==> src/include/tco_pkg.sv <==
// Constants, types and the waveform-mode decoder shared by the compare-output
// control block and its per-timer channel unit.
// Assumes a 16-bit up/down timer core outside that supplies counter state.
package tco_pkg;

    // ------------------------------------------------------------------
    // Register byte offsets on the APB slave
    // ------------------------------------------------------------------
    localparam logic [7:0] TCO_OFS_CTRL_T1 = 8'h00;   // Timer1 output and mode control
    localparam logic [7:0] TCO_OFS_CTRL_T3 = 8'h04;   // Timer3 output and mode control
    localparam logic [7:0] TCO_OFS_SECOND_T1 = 8'h08; // Timer1 second control (mode high)
    localparam logic [7:0] TCO_OFS_SECOND_T3 = 8'h0C; // Timer3 second control (mode high)
    localparam logic [7:0] TCO_OFS_STATUS = 8'h10;    // Output levels and connections

    // ------------------------------------------------------------------
    // Field positions and reset values
    // ------------------------------------------------------------------
    localparam int unsigned TCO_CHAN_A_POS = 6;        // Channel A action, bits 7:6
    localparam int unsigned TCO_CHAN_B_POS = 4;        // Channel B action, bits 5:4
    localparam int unsigned TCO_CHAN_C_POS = 2;        // Channel C action, bits 3:2
    localparam int unsigned TCO_MODE_LOW_POS = 0;      // Mode low bits, bits 1:0
    localparam int unsigned TCO_MODE_HIGH_POS = 3;     // Mode high bits, bits 4:3
    localparam int unsigned TCO_STAT_OC_POS = 0;       // Output levels, bits 5:0
    localparam int unsigned TCO_STAT_CONN_POS = 8;     // Connections, bits 13:8
    localparam logic [7:0] TCO_CTRL_RST = 8'h00;
    localparam logic [1:0] TCO_SECOND_RST = 2'h0;

    // ------------------------------------------------------------------
    // Output-action codes and special mode values
    // ------------------------------------------------------------------
    localparam logic [1:0] TCO_ACT_OFF = 2'h0;
    localparam logic [1:0] TCO_ACT_TOGGLE = 2'h1;
    localparam logic [1:0] TCO_ACT_CLEAR = 2'h2;
    localparam logic [1:0] TCO_ACT_SET = 2'h3;
    localparam logic [3:0] TCO_MODE_FAST_A_TOP = 4'hF;  // Fast PWM, TOP from channel A
    localparam logic [3:0] TCO_MODE_PFC_A_TOP = 4'h9;   // Phase/freq correct, TOP from A
    localparam logic [3:0] TCO_MODE_PC_A_TOP = 4'hB;    // Phase correct, TOP from A
    localparam logic [15:0] TCO_CNT_BOTTOM = 16'h0000;

    // Waveform class, Gray coded along normal -> PC -> CTC -> fast -> PFC -> reserved
    typedef enum logic [2:0] {
        TCO_CLS_NORMAL = 3'h0,
        TCO_CLS_PC = 3'h1,
        TCO_CLS_CTC = 3'h3,
        TCO_CLS_FAST = 3'h2,
        TCO_CLS_PFC = 3'h6,
        TCO_CLS_RSVD = 3'h7
    } tco_mode_class_type;

    // decode of the four-bit waveform mode
    function automatic tco_mode_class_type tco_mode_class(input logic [3:0] m);
        case (m)
            4'h0: tco_mode_class = TCO_CLS_NORMAL;
            4'h1, 4'h2, 4'h3, 4'hA, 4'hB: tco_mode_class = TCO_CLS_PC;
            4'h4, 4'hC: tco_mode_class = TCO_CLS_CTC;
            4'h5, 4'h6, 4'h7, 4'hE, 4'hF: tco_mode_class = TCO_CLS_FAST;
            4'h8, 4'h9: tco_mode_class = TCO_CLS_PFC;
            default: tco_mode_class = TCO_CLS_RSVD;
        endcase
    endfunction : tco_mode_class

endpackage : tco_pkg

==> src/include/tco_chan_if.sv <==
// Signals between the control block and one timer's three-channel unit.
// Assumes both ends run on the same clock and reset.
`timescale 1ns/1ps
interface tco_chan_if (
    input logic clk,
    input logic rst_n
);
    logic [2:0][1:0] action;          // Output action per channel, A at index 0
    logic [3:0] mode;                 // Full waveform_mode_select
    logic [15:0] counter_value;       // Timer count
    logic [15:0] top_value;           // Current TOP of the timer
    logic [2:0][15:0] compare_value;  // channel_compare_value per channel
    logic count_up;                   // High while counting up
    logic tick;                       // One-cycle timer clock enable
    logic [2:0] oc;                   // Compare output levels
    logic [2:0] connect;              // Output owns the pin

    modport unit (input clk, input rst_n, input action, input mode, input counter_value,
                  input top_value, input compare_value, input count_up, input tick,
                  output oc, output connect);
    modport ctrl (output action, output mode, output counter_value, output top_value,
                  output compare_value, output count_up, output tick,
                  input oc, input connect);
endinterface : tco_chan_if

==> src/verilog/tco_compare_unit.sv <==
// Compare-match detection and output-action logic for the three channels of
// one timer. Assumes tick is a one-cycle enable on which the counter holds the
// value just reached.
`timescale 1ns/1ps
module tco_compare_unit (
    tco_chan_if.unit bus
);

    tco_pkg::tco_mode_class_type cls; // Decoded waveform class
    logic [2:0] match;                // One-cycle compare strobe per channel
    logic [2:0] toggle_ok;            // Toggle action allowed for channel
    logic bottom;                     // Counter at BOTTOM on this tick
    logic [2:0] oc_r;                 // Output levels

    // ------------------------------------------------------------------
    // Decode and strobes
    // ------------------------------------------------------------------
    always_comb begin
        cls = tco_pkg::tco_mode_class(bus.mode);
        bottom = bus.tick && (bus.counter_value == tco_pkg::TCO_CNT_BOTTOM);
        for (int ch = 0; ch < 3; ch++) begin
            match[ch] = bus.tick && (bus.counter_value == bus.compare_value[ch]);
            // toggle on every channel in normal and CTC; in PWM classes only A in modes 15, 9, 11
            if (cls == tco_pkg::TCO_CLS_NORMAL || cls == tco_pkg::TCO_CLS_CTC) begin
                toggle_ok[ch] = 1'b1;
            end else begin
                toggle_ok[ch] = (ch == 0) && ((bus.mode == tco_pkg::TCO_MODE_FAST_A_TOP)
                    || (bus.mode == tco_pkg::TCO_MODE_PFC_A_TOP)
                    || (bus.mode == tco_pkg::TCO_MODE_PC_A_TOP));
            end
            // any nonzero action takes the pin, toggle only where toggle_ok allows
            bus.connect[ch] = (bus.action[ch] != tco_pkg::TCO_ACT_OFF)
                && ((bus.action[ch] != tco_pkg::TCO_ACT_TOGGLE) || toggle_ok[ch]);
        end
    end

    // ------------------------------------------------------------------
    // Output-action state per channel
    // ------------------------------------------------------------------
    always_ff @(posedge bus.clk or negedge bus.rst_n) begin
        if (!bus.rst_n) begin
            oc_r <= 3'h0;
        end else begin
            for (int ch = 0; ch < 3; ch++) begin
                case (cls)
                    tco_pkg::TCO_CLS_NORMAL, tco_pkg::TCO_CLS_CTC: begin
                        // toggle, clear or set on match
                        if (match[ch] && bus.action[ch] == tco_pkg::TCO_ACT_TOGGLE) begin
                            oc_r[ch] <= ~oc_r[ch];
                        end else if (match[ch] && bus.action[ch][1]) begin
                            oc_r[ch] <= bus.action[ch][0];
                        end
                    end
                    tco_pkg::TCO_CLS_FAST: begin
                        if (bus.action[ch][1]) begin
                            if (match[ch] && bus.compare_value[ch] != bus.top_value) begin
                                oc_r[ch] <= bus.action[ch][0];
                            end else if (bottom) begin
                                oc_r[ch] <= ~bus.action[ch][0];
                            end
                        end else if (match[ch] && bus.connect[ch]) begin
                            oc_r[ch] <= ~oc_r[ch];
                        end
                    end
                    tco_pkg::TCO_CLS_PC, tco_pkg::TCO_CLS_PFC: begin
                        if (bus.action[ch][1]) begin
                            // extreme compare values hold a level
                            if (bus.tick && bus.compare_value[ch] == tco_pkg::TCO_CNT_BOTTOM) begin
                                oc_r[ch] <= bus.action[ch][0];
                            end else if (bus.tick && bus.compare_value[ch] == bus.top_value) begin
                                oc_r[ch] <= ~bus.action[ch][0];
                            end else if (match[ch]) begin
                                oc_r[ch] <= bus.count_up ? bus.action[ch][0]
                                                         : ~bus.action[ch][0];
                            end
                        end else if (match[ch] && bus.connect[ch]) begin
                            oc_r[ch] <= ~oc_r[ch];
                        end
                    end
                    default: begin
                        // Reserved mode holds the level
                        oc_r[ch] <= oc_r[ch];
                    end
                endcase
            end
        end
    end

    assign bus.oc = oc_r;
endmodule : tco_compare_unit

==> src/verilog/tco_output_control.sv <==
// Compare-output control for two 16-bit timers with three channels each:
// APB registers, waveform-mode assembly, channel units and pin multiplexing.
// Assumes timer cores and port logic on pclk feed counter state and port data.
`timescale 1ns/1ps

// Notes on behaviour
// - Action fields 7:6,5:4,3:2, mode bits 1:0
// - Nonzero action hands pin to compare output, toggle only where allowed
// - Action 00 leaves port in control
// - Non-PWM: toggle, clear or set on match
// - Fast toggle only channel A, mode 15
// - Fast 10 clears on match, sets at BOTTOM
// - Fast 11 sets on match, clears at BOTTOM
// - Fast clear/set, compare at TOP: match ignored
// - Fast table applies in every fast mode
// - Dual slope: direction picks clear or set
// - Dual toggle only channel A, modes 9/11
// - Four-bit mode decodes into waveform classes
// - Upper mode bits from second register 4:3
// - Dual slope clear/set: extreme compare values hold level
module tco_output_control (
    input wire logic pclk,
    input wire logic presetn,
    input wire logic psel,
    input wire logic penable,
    input wire logic pwrite,
    input wire logic [7:0] paddr,
    input wire logic [31:0] pwdata,
    output logic [31:0] prdata,
    output logic pready,
    output logic pslverr,
    input wire logic [1:0][15:0] counter_value,
    input wire logic [1:0][15:0] top_value,
    input wire logic [1:0] count_up,
    input wire logic [1:0] count_tick,
    input wire logic [1:0][2:0][15:0] channel_compare_value,
    input wire logic [1:0][2:0] port_data,
    input wire logic [1:0][2:0] port_dir,
    output logic [1:0][2:0] pin_out,
    output logic [1:0][2:0] pin_oe_n
);

    // ------------------------------------------------------------------
    // Storage and internal nets
    // ------------------------------------------------------------------
    logic [1:0][7:0] ctrl_r;          // Output and mode control per timer
    logic [1:0][1:0] second_r;        // waveform_mode_high per timer
    logic [31:0] prdata_r;            // Registered read data
    logic pready_r;                   // One wait state then ready
    logic pslverr_r;                  // Error on unmapped address
    logic [1:0][2:0] pin_out_r;       // Pin level
    logic [1:0][2:0] pin_oe_n_r;      // Pin enable, low drives
    logic [1:0][2:0] oc_w;            // Output levels from units
    logic [1:0][2:0] conn_w;          // Connections from units
    logic access_done;                // Transfer completes this edge
    logic addr_hit;                   // Address maps to a register

    // Transfer completes on the edge where ready is sampled high
    assign access_done = psel && penable && pready_r;

    // Map check used by the error logic; reads decode paddr themselves
    function automatic logic tco_mapped(input logic [7:0] a);
        tco_mapped = (a == tco_pkg::TCO_OFS_CTRL_T1) || (a == tco_pkg::TCO_OFS_CTRL_T3)
            || (a == tco_pkg::TCO_OFS_SECOND_T1) || (a == tco_pkg::TCO_OFS_SECOND_T3)
            || (a == tco_pkg::TCO_OFS_STATUS);
    endfunction : tco_mapped

    assign addr_hit = tco_mapped(paddr);

    // ------------------------------------------------------------------
    // Control registers
    // ------------------------------------------------------------------
    // Writes land only on the completing edge, so a stalled master never
    // writes twice.
    always_ff @(posedge pclk or negedge presetn) begin
        if (!presetn) begin
            ctrl_r <= {2{tco_pkg::TCO_CTRL_RST}};
            second_r <= {2{tco_pkg::TCO_SECOND_RST}};
        end else if (access_done && pwrite) begin
            if (paddr == tco_pkg::TCO_OFS_CTRL_T1) begin
                ctrl_r[0] <= pwdata[7:0];
            end else if (paddr == tco_pkg::TCO_OFS_CTRL_T3) begin
                ctrl_r[1] <= pwdata[7:0];
            end else if (paddr == tco_pkg::TCO_OFS_SECOND_T1) begin
                // only the mode-high bits are kept
                second_r[0] <= pwdata[tco_pkg::TCO_MODE_HIGH_POS +: 2];
            end else if (paddr == tco_pkg::TCO_OFS_SECOND_T3) begin
                second_r[1] <= pwdata[tco_pkg::TCO_MODE_HIGH_POS +: 2];
            end
        end
    end

    // ------------------------------------------------------------------
    // APB response
    // ------------------------------------------------------------------
    // One wait state keeps read data coming straight from a flip-flop.
    always_ff @(posedge pclk or negedge presetn) begin
        if (!presetn) begin
            pready_r <= 1'b0;
            pslverr_r <= 1'b0;
            prdata_r <= 32'h0000_0000;
        end else if (psel && penable && !pready_r) begin
            pready_r <= 1'b1;
            pslverr_r <= !addr_hit;
            // Read decode; unmapped reads give zero
            if (pwrite) begin
                prdata_r <= 32'h0000_0000;
            end else if (paddr == tco_pkg::TCO_OFS_CTRL_T1) begin
                prdata_r <= {24'h00_0000, ctrl_r[0]};
            end else if (paddr == tco_pkg::TCO_OFS_CTRL_T3) begin
                prdata_r <= {24'h00_0000, ctrl_r[1]};
            end else if (paddr == tco_pkg::TCO_OFS_SECOND_T1) begin
                prdata_r <= 32'({second_r[0], 3'h0});
            end else if (paddr == tco_pkg::TCO_OFS_SECOND_T3) begin
                prdata_r <= 32'({second_r[1], 3'h0});
            end else if (paddr == tco_pkg::TCO_OFS_STATUS) begin
                // Status shows the block's live state
                prdata_r <= 32'({conn_w, 2'h0, oc_w});
            end else begin
                prdata_r <= 32'h0000_0000;
            end
        end else begin
            pready_r <= 1'b0;
            pslverr_r <= 1'b0;
        end
    end

    assign prdata = prdata_r;
    assign pready = pready_r;
    assign pslverr = pslverr_r;

    // ------------------------------------------------------------------
    // Per-timer channel units
    // ------------------------------------------------------------------
    for (genvar t = 0; t < 2; t++) begin : g_tmr
        tco_chan_if cif (
            .clk(pclk),
            .rst_n(presetn)
        );
        // field positions of the three channels
        assign cif.action[0] = ctrl_r[t][tco_pkg::TCO_CHAN_A_POS +: 2];
        assign cif.action[1] = ctrl_r[t][tco_pkg::TCO_CHAN_B_POS +: 2];
        assign cif.action[2] = ctrl_r[t][tco_pkg::TCO_CHAN_C_POS +: 2];
        // high bits joined to low bits
        assign cif.mode = {second_r[t], ctrl_r[t][tco_pkg::TCO_MODE_LOW_POS +: 2]};
        assign cif.counter_value = counter_value[t];
        assign cif.top_value = top_value[t];
        assign cif.compare_value = channel_compare_value[t];
        assign cif.count_up = count_up[t];
        assign cif.tick = count_tick[t];
        assign oc_w[t] = cif.oc;
        assign conn_w[t] = cif.connect;

        // Three-channel compare and action logic
        tco_compare_unit u_unit (
            .bus(cif.unit)
        );
    end

    // ------------------------------------------------------------------
    // Pin multiplexing
    // ------------------------------------------------------------------
    // The compare output only replaces the level; the driver still needs the
    // direction bit, so a connected channel with direction clear stays quiet.
    always_ff @(posedge pclk or negedge presetn) begin
        if (!presetn) begin
            pin_out_r <= 6'h00;
            pin_oe_n_r <= 6'h3F;
        end else begin
            for (int t = 0; t < 2; t++) begin
                for (int ch = 0; ch < 3; ch++) begin
                    pin_out_r[t][ch] <= conn_w[t][ch] ? oc_w[t][ch] : port_data[t][ch];
                    pin_oe_n_r[t][ch] <= !port_dir[t][ch];
                end
            end
        end
    end

    assign pin_out = pin_out_r;
    assign pin_oe_n = pin_oe_n_r;
endmodule : tco_output_control
==> config.mk <==
export PLATFORM = sky130hd
export DESIGN_NAME = tco_output_control
export DESIGN_NICKNAME = d
export VERILOG_FILES = /design/src/include/tco_pkg.sv /design/src/include/tco_chan_if.sv /design/src/verilog/tco_compare_unit.sv /design/src/verilog/tco_output_control.sv
export SDC_FILE = /design/constraint.sdc
export NUM_CORES = 1
export LEC_CHECK = 0
export ABC_AREA = 1
export BUFFER_PORTS_ARGS = -buffer_cell sky130_fd_sc_hd__buf_2
export CORE_MARGIN = 1.5
export CORE_UTILIZATION = 45
export CTS_CLUSTER_SIZE = 14
export DETAILED_ROUTE_END_ITERATION = 6
export HOLD_SLACK_MARGIN = 0.05
export PLACE_DENSITY = 0.72
export SLEW_MARGIN = 20
export SYNTH_ARGS = -nofsm -noshare
export SYNTH_HDL_FRONTEND = slang
export SYNTH_SLANG_ARGS = --single-unit
==> constraint.sdc <==
create_clock -name pclk -period 2.15 [get_ports pclk]
set_clock_uncertainty 0.05 [all_clocks]
set_input_delay 0.1075 -clock pclk [delete_from_list [all_inputs] [get_ports pclk]]
set_output_delay 0.1075 -clock pclk [all_outputs]
set_load 0.05 [all_outputs]
==> metrics, run 1 <==
status finished, final reports clean; area of the multi-input gates 5760 um2; Final #Nets 2037; Worst VDD drop 0.298 mV; Setup TNS Final 0 ps; hold depth 3; Placer Congestion 1.03; worst-path cell chain ha_1, o21ai_2, inv_1, nand2_1, nand3_2, nor2_2, nand3_1, nand3_1, inv_1, nor2_1, nor2_1, a21oi_1; Synth async-reset ratio 100%; Avg WL per Cell 14.2 um; endpoints failing setup 0; area grow syn2layout 22.4%; DIE HEIGHT 137 um; placed cells 2008; Hold Path Class primary input to register; Area contributors post-synth nand2_1, dfrtp_1, inv_1; Comb pwr share 43.4%; Hold Crit Endpoint ctrl_r[7]$_DFFE_PN0P_; IO Count 267; worst reg-to-reg path cell count 12; antenna-violating nets left 0; crit path capture type register; PortBufs 224; clock group share of total power 23.6%; Initial DRC Count 805; TritonCTS clock tree done; Avg Cell Area, Syn 5.17 um2; Critical R2R Capture g_tmr[1].u_unit.bus.oc[2]$_DFFE_PN0P_; Required @ worst endpoint 2320 ps; largest net degree at the start of global routing 23; max-slew violation count 0; FP Rows 48; switching pwr 1410 uW; total number of vias 10500; prevailing post-synth register cell dfrtp_1; first-pass GRT wire length 44800 um; Yosys reg bits 54; Pre-Repair DR Iteration Count 6; Netlist cell types 39; critical path class register to register; RSZ-0062 raised after global routing true; sequential share of power 33.0%; startpoint types register; Worst path slowest cell dfrtp_2; final worst hold slack 64.5 ps; Tot Pwr 3460 uW; number of synthesized flops with an enable pin 0; Reg clk slew, reported paths 60 ps; total grt overflow 0; worst skew pair latency 290 ps; worst-margin pin slew 527 ps; All-Layer GR Usage 30.2%; DP Wirelength 24500 um; Final Hold Fails 0; initial antenna violation count 1; vias per cell 5.16; minimum clock period 2030 ps; fillcell total 1903; die width 137 um; routed wire length 29000 um; clk buf depth 2; layout cells sized above 1 18.3%; R2R Path Start ctrl_r[9]$_DFFE_PN0P_; root buf cell clkbuf_16; LEAKAGE 0.00568 uW; Synth top area share 30.2%; final period utilization 94.2%; PD cells 351 nW/um2; Die ar. 18700 um2; Num CTS Buffers 5; HP Start pwdata[7]; Final Non-Filler Cells 2038; sw frac 40.8%; relative slew slack 64.7%; clk sink count 54; leading area contributor after synthesis nand2_1; fmax 0.494 GHz; Reg area 1360 um2; number of max-cap violations 0; reg-to-reg setup timing slack 120 ps; post-synthesis sequential area ratio 16.9%; Crit path arrival time 2190 ps; Power Internal 2050 uW; CP Max Fanout 6; vias in the first global route 9358; Yosys warning count 0; Crit path max-delay family simple AND/OR/NAND/NOR gates; core footprint 17400 um2; Post-Syn Instances 1561; DRC errors left 0; H-Tree Depth 2; Initial Util 46.3%; Crit path buffers/inverters 2; synthesized cell area 8060 um2; number of diodes 0; CP max stage delay 460 ps
[how the worst max path moves through the flow]
| stage | start | endpoint | slack [ps] | cells after the start |
|---|---|---|---|---|
| after floorplan | g_tmr[0].cif.mode[2]$_DFFE_PN0P_ | g_tmr[0].u_unit.bus.oc[0]$_DFFE_PN0P_ | 200 | 14 |
| after global placement | ctrl_r[1]$_DFFE_PN0P_ | g_tmr[0].u_unit.bus.oc[1]$_DFFE_PN0P_ | 90 | 13 |
| after detailed placement | ctrl_r[1]$_DFFE_PN0P_ | g_tmr[0].u_unit.bus.oc[0]$_DFFE_PN0P_ | 60 | 13 |
| after CTS | ctrl_r[1]$_DFFE_PN0P_ | g_tmr[0].u_unit.bus.oc[0]$_DFFE_PN0P_ | 40 | 13 |
| after global routing | ctrl_r[9]$_DFFE_PN0P_ | g_tmr[1].u_unit.bus.oc[2]$_DFFE_PN0P_ | -20 | 13 |
| final | ctrl_r[9]$_DFFE_PN0P_ | g_tmr[1].u_unit.bus.oc[2]$_DFFE_PN0P_ | 120 | 12 |
[logic make-up after synthesis]
logic type / share of synthesized area [%]
DFF: 16.9
and+or+nand+nor: 55.9
xor gates and xnor gates: 5.32
adders and majority gates: 0.621
other: 0.0465
AOI/OAI and AO/OA: 7.67
buffers and inverters: 13.6
[sequential cells by signal, summed over array words and instances, names as in the netlist]
name	count
pin_out	6
pslverr	1
prdata	14
pin_oe_n	6
g_tmr.cif.mode	4
g_tmr.u_unit.bus.oc	6
pready	1
ctrl_r	16
[cells in the final DEF, fill, tap and decap left out, types with 2 or more instances in the layout]
cell type	count
xor2_1	27
nor3_1	22
o211ai_1	3
nand2_1	642
clkbuf_1	2
dfrtp_1	45
conb_1	18
nand4_1	39
xnor2_1	22
nand2_2	17
ha_4	2
nand3_2	5
o21ai_0	56
nor2_1	206
nand3b_1	2
buf_4	13
buf_2	224
nor2_4	9
o21ai_2	2
a21oi_1	29
nand3_1	112
a21oi_2	2
nor3b_1	3
a31oi_1	3
clkbuf_16	5
inv_2	22
dfstp_2	6
nand3_4	3
dlygate4sd3_1	18
nor2_2	11
dfrtp_2	3
a32o_1	3
o221ai_1	5
inv_1	217
o21ai_1	2
[synthesized netlist by cell type (2+ instances only)]
| master | instances |
|---|---|
| inv_2 | 21 |
| xor2_1 | 27 |
| nand3_2 | 4 |
| o211ai_1 | 3 |
| nand3b_1 | 2 |
| o221ai_1 | 5 |
| nand3_4 | 2 |
| a32o_1 | 3 |
| ha_1 | 4 |
| nor3b_1 | 3 |
| inv_1 | 218 |
| nand2_2 | 11 |
| nor3_2 | 2 |
| clkbuf_1 | 5 |
| dfrtp_1 | 48 |
| xnor2_1 | 22 |
| nor3_1 | 22 |
| nand4_1 | 39 |
| a21oi_2 | 2 |
| nor2_1 | 207 |
| nor2_2 | 11 |
| buf_4 | 20 |
| o21ai_0 | 56 |
| nand2_1 | 649 |
| a21oi_1 | 29 |
| o21ai_1 | 2 |
| nor2_4 | 8 |
| dfstp_2 | 6 |
| nand3_1 | 114 |
| buf_2 | 3 |
| o21ai_2 | 3 |
| a31oi_1 | 3 |
[layout make-up]
| class | count | area share, % |
|---|---|---|
| multi-input cells | 1255 | 58.4 |
| flip-flops and latches | 54 | 13.8 |
| inverters | 240 | 9.13 |
| well taps | 225 | 2.85 |
| clock buffers | 8 | 1.48 |
| repair buffers | 256 | 14.4 |
[stage by stage]
step | worst slack, ps | instance area [um2] | util (%)
2_1_floorplan | 202 | 8130 | -
3_3_place_gp | 89.7 | 9410 | 54.0
3_5_place_dp | 58.2 | 9410 | 54.0
4_1_cts | 38.2 | 9740 | 55.9
5_1_grt | -21.3 | 9870 | 56.7
6_report | 125 | 9870 | 56.7
[power by group through the flow]
stage	Sequential, uW	Combinational (uW)	Clock (uW)
global placement	1160	1440	0
detailed placement	1160	1450	0
global route	1160	1680	857
CTS	1140	1480	828
finish	1140	1500	816
floorplan	1200	850	0
[layer usage]
layer	up-vias	track usage (%)	wire [um]
li1	5297	-	-
met1	4672	38.4	12300
met2	456	52.1	13500
met3	82	2.74	1940
met4	0	12.7	1250
met5	-	0	0
[worst reg2reg max path: cells and delay by family (launching register included)]
family	cells	cell delay, ps
buffers and inverters	2	140
adders and majority gates	1	230
AOI/OAI and AO/OA	2	370
and+or+nand+nor	7	710
DFF	1	460
[repair_timing]
item                       in CTS  in global routing
setup endpoints to repair       0                  6
hold buffers                   18                  0
hold endpoints to repair       33                  0
setup buffers                   0                  4
gates resized for setup         0                 22
Power figures use the tool's default switching activity.
==> inputs of run 2 (changes only) <==
--- a/config.mk
+++ b/config.mk
@@ -12,7 +12,7 @@
 export CTS_CLUSTER_SIZE = 14
 export DETAILED_ROUTE_END_ITERATION = 6
 export HOLD_SLACK_MARGIN = 0.05
-export PLACE_DENSITY = 0.72
+export PLACE_DENSITY = 0.81
 export SLEW_MARGIN = 20
 export SYNTH_ARGS = -nofsm -noshare
 export SYNTH_HDL_FRONTEND = slang
==> run 2 against run 1 <==
  * Final area fell by 0.85%
  * Non-clock buffer count fell by 7
  * Utilization fell by 0.48 points
  * Combinational power barely moved
  * First-iteration DRC count rose by 2.6%
  * Setup slack got worse by 19 ps
  * Count of clock-buffer cells in the layout fell by 2
  * Sequential power barely moved
  * Critical path depth rose by 1
  * Wire length rose by 3.7%
  * Sequential share of layout area rose by 0.11 points
  * Die area did not move
  * Critical endpoint is now g_tmr[0].u_unit.bus.oc[1]$_DFFE_PN0P_
==> metrics, run 2 (synthesized netlist as in run 1, its figures left out) <==
clk sink count 54 (unchanged); Die ar. 18700 um2 (unchanged); RSZ-0062 raised after global routing true (unchanged); CP Max Fanout 8 (was 6); worst-margin pin slew 503 ps (was 527 ps); status finished, final reports clean (unchanged); PD cells 357 nW/um2 (was 351 nW/um2); Util after Layout 56.2% (was 56.7%); Reg clk slew, reported paths 70 ps (was 60 ps); Initial Util 46.3% (unchanged); endpoints failing setup 0 (unchanged); DP Wirelength 25400 um (was 24500 um); switching pwr 1450 uW (was 1410 uW); number of diodes 0 (unchanged); Pre-Repair DR Iteration Count 6 (unchanged); clock group share of total power 23.6% (about the same); Comb pwr share 43.4% (about the same); area grow syn2layout 21.4% (was 22.4%); Required @ worst endpoint 2280 ps (was 2320 ps); startpoint types register (unchanged); FP Rows 48 (unchanged); max FFs per register 16 (unchanged); initial antenna violation count 0 (was 1); total grt overflow 0 (unchanged); routed wire length 30100 um (was 29000 um); sw frac 41.5% (was 40.8%); number of max-cap violations 0 (unchanged); Worst VDD drop 0.328 mV (was 0.298 mV); Num CTS Buffers 5 (unchanged); Placer Congestion 1.06 (was 1.03); layout cells sized above 1 17.8% (was 18.3%); crit path capture type register (unchanged); H-Tree Depth 2 (unchanged); largest net degree at the start of global routing 24 (was 23); LEAKAGE 0.00567 uW (was 0.00568 uW); vias in the first global route 9637 (was 9358); DRC errors left 0 (unchanged); IO Count 267 (unchanged); total number of vias 10500 (about the same); All-Layer GR Usage 31.5% (was 30.2%); Crit path arrival time 2180 ps (was 2190 ps); core footprint 17400 um2 (unchanged); root buf cell clkbuf_16 (unchanged); max-slew violation count 0 (unchanged); die width 137 um (unchanged); first-pass GRT wire length 46600 um (was 44800 um); TritonCTS clock tree done (unchanged); minimum clock period 2040 ps (was 2030 ps); Tot Pwr 3490 uW (was 3460 uW); final worst hold slack 53.3 ps (was 64.5 ps); Setup TNS Final 0 ps (unchanged); DIE HEIGHT 137 um (unchanged); critical path class register to register (unchanged); clk buf depth 2 (unchanged); sequential share of power 32.9% (was 33.0%); most frequent cells in the layout nand2_1, buf_2, inv_1 (unchanged); final period utilization 95.1% (was 94.2%); Largest Register ctrl_r (unchanged); vias per cell 5.19 (was 5.16); most common cell after layout, fill and taps aside nand2_1 (unchanged); worst skew pair latency 290 ps (about the same); PortBufs 224 (unchanged); Power Internal 2040 uW (was 2050 uW); antenna-violating nets left 0 (unchanged); relative slew slack 66.4% (was 64.7%); Initial DRC Count 826 (was 805); Final #Nets 2030 (was 2037); fmax 0.489 GHz (was 0.494 GHz); Avg WL per Cell 14.8 um (was 14.2 um); Final Hold Fails 0 (unchanged); Hold Path Class primary input to register (unchanged)
run 2: critical path, stage by stage (launching register included):
cell     delay (ps)
dfrtp_1         510
inv_2           130
nand2_2         120
o21ai_1         120
nor2_1          200
nand3_4         150
nand2_4         110
nor3_2           60
a21oi_2         150
nand2_1          60
nor2_1           80
nand2_1          60
nor2_1           80
nor2_1           40
run 2: final cells by class:
type,count,area (um2)
fillers,1873,7630
multi-input cells,1255,5750
flip-flops and latches,54,1360
repair buffers,249,1350
inverters,240,901
well taps,225,282
clock buffers,6,139
clock inverters,2,12.5
run 2: stage by stage:
stage               cells  instance area, um2  setup slack [ps]
floorplan            1578                8130               202
detailed placement   2007                9400              49.3
global route         2031                9790             -66.1
finish               2031                9790               106
global placement     2007                9400               114
CTS                  2030                9700              34.6
run 2: worst paths after layout:
check                                                      start                                     to  slack [ps]  cells after the start
worst min register to register             prdata[8]$_DFFE_PN0P_                  prdata[8]$_DFFE_PN0P_         430                      2
worst max register to register  g_tmr[0].cif.mode[3]$_DFFE_PN0P_  g_tmr[0].u_unit.bus.oc[1]$_DFFE_PN0P_         110                     13
min in group asynchronous                                presetn                   pin_out[5]$_DFF_PN0_         190                      2
worst max-delay path            g_tmr[0].cif.mode[3]$_DFFE_PN0P_  g_tmr[0].u_unit.bus.oc[1]$_DFFE_PN0P_         110                     13
max in group asynchronous                                presetn                  pin_oe_n[3]$_DFF_PN1_        1220                      3
worst min-delay path                                   pwdata[6]                  ctrl_r[6]$_DFFE_PN0P_          50                      3
run 2: what timing repair did:
item,in CTS,in global routing
endpoints found under the setup margin,0,6
gates resized for setup,0,16
hold endpoints to repair,65,0
hold buffers,15,0
buffers inserted,0,1
run 2: routing by layer:
| layer | global-route usage [%] | wire length (um) | up-vias |
|---|---|---|---|
| met3 | 2.67 | 2060 | 69 |
| met5 | 0 | 0 | - |
| met4 | 11.2 | 1070 | 0 |
| met1 | 38.7 | 12300 | 4720 |
| li1 | - | - | 5279 |
| met2 | 57.3 | 14600 | 470 |
run 2: power by group through the flow:
| stage | logic (uW) | registers [uW] | clock network (uW) |
|---|---|---|---|
| 6_report | 1520 | 1150 | 825 |
| 5_1_grt | 1690 | 1160 | 868 |
| 4_1_cts | 1490 | 1150 | 832 |
| 3_5_place_dp | 1460 | 1160 | 0 |
| 3_3_place_gp | 1440 | 1160 | 0 |
| 2_1_floorplan | 850 | 1200 | 0 |
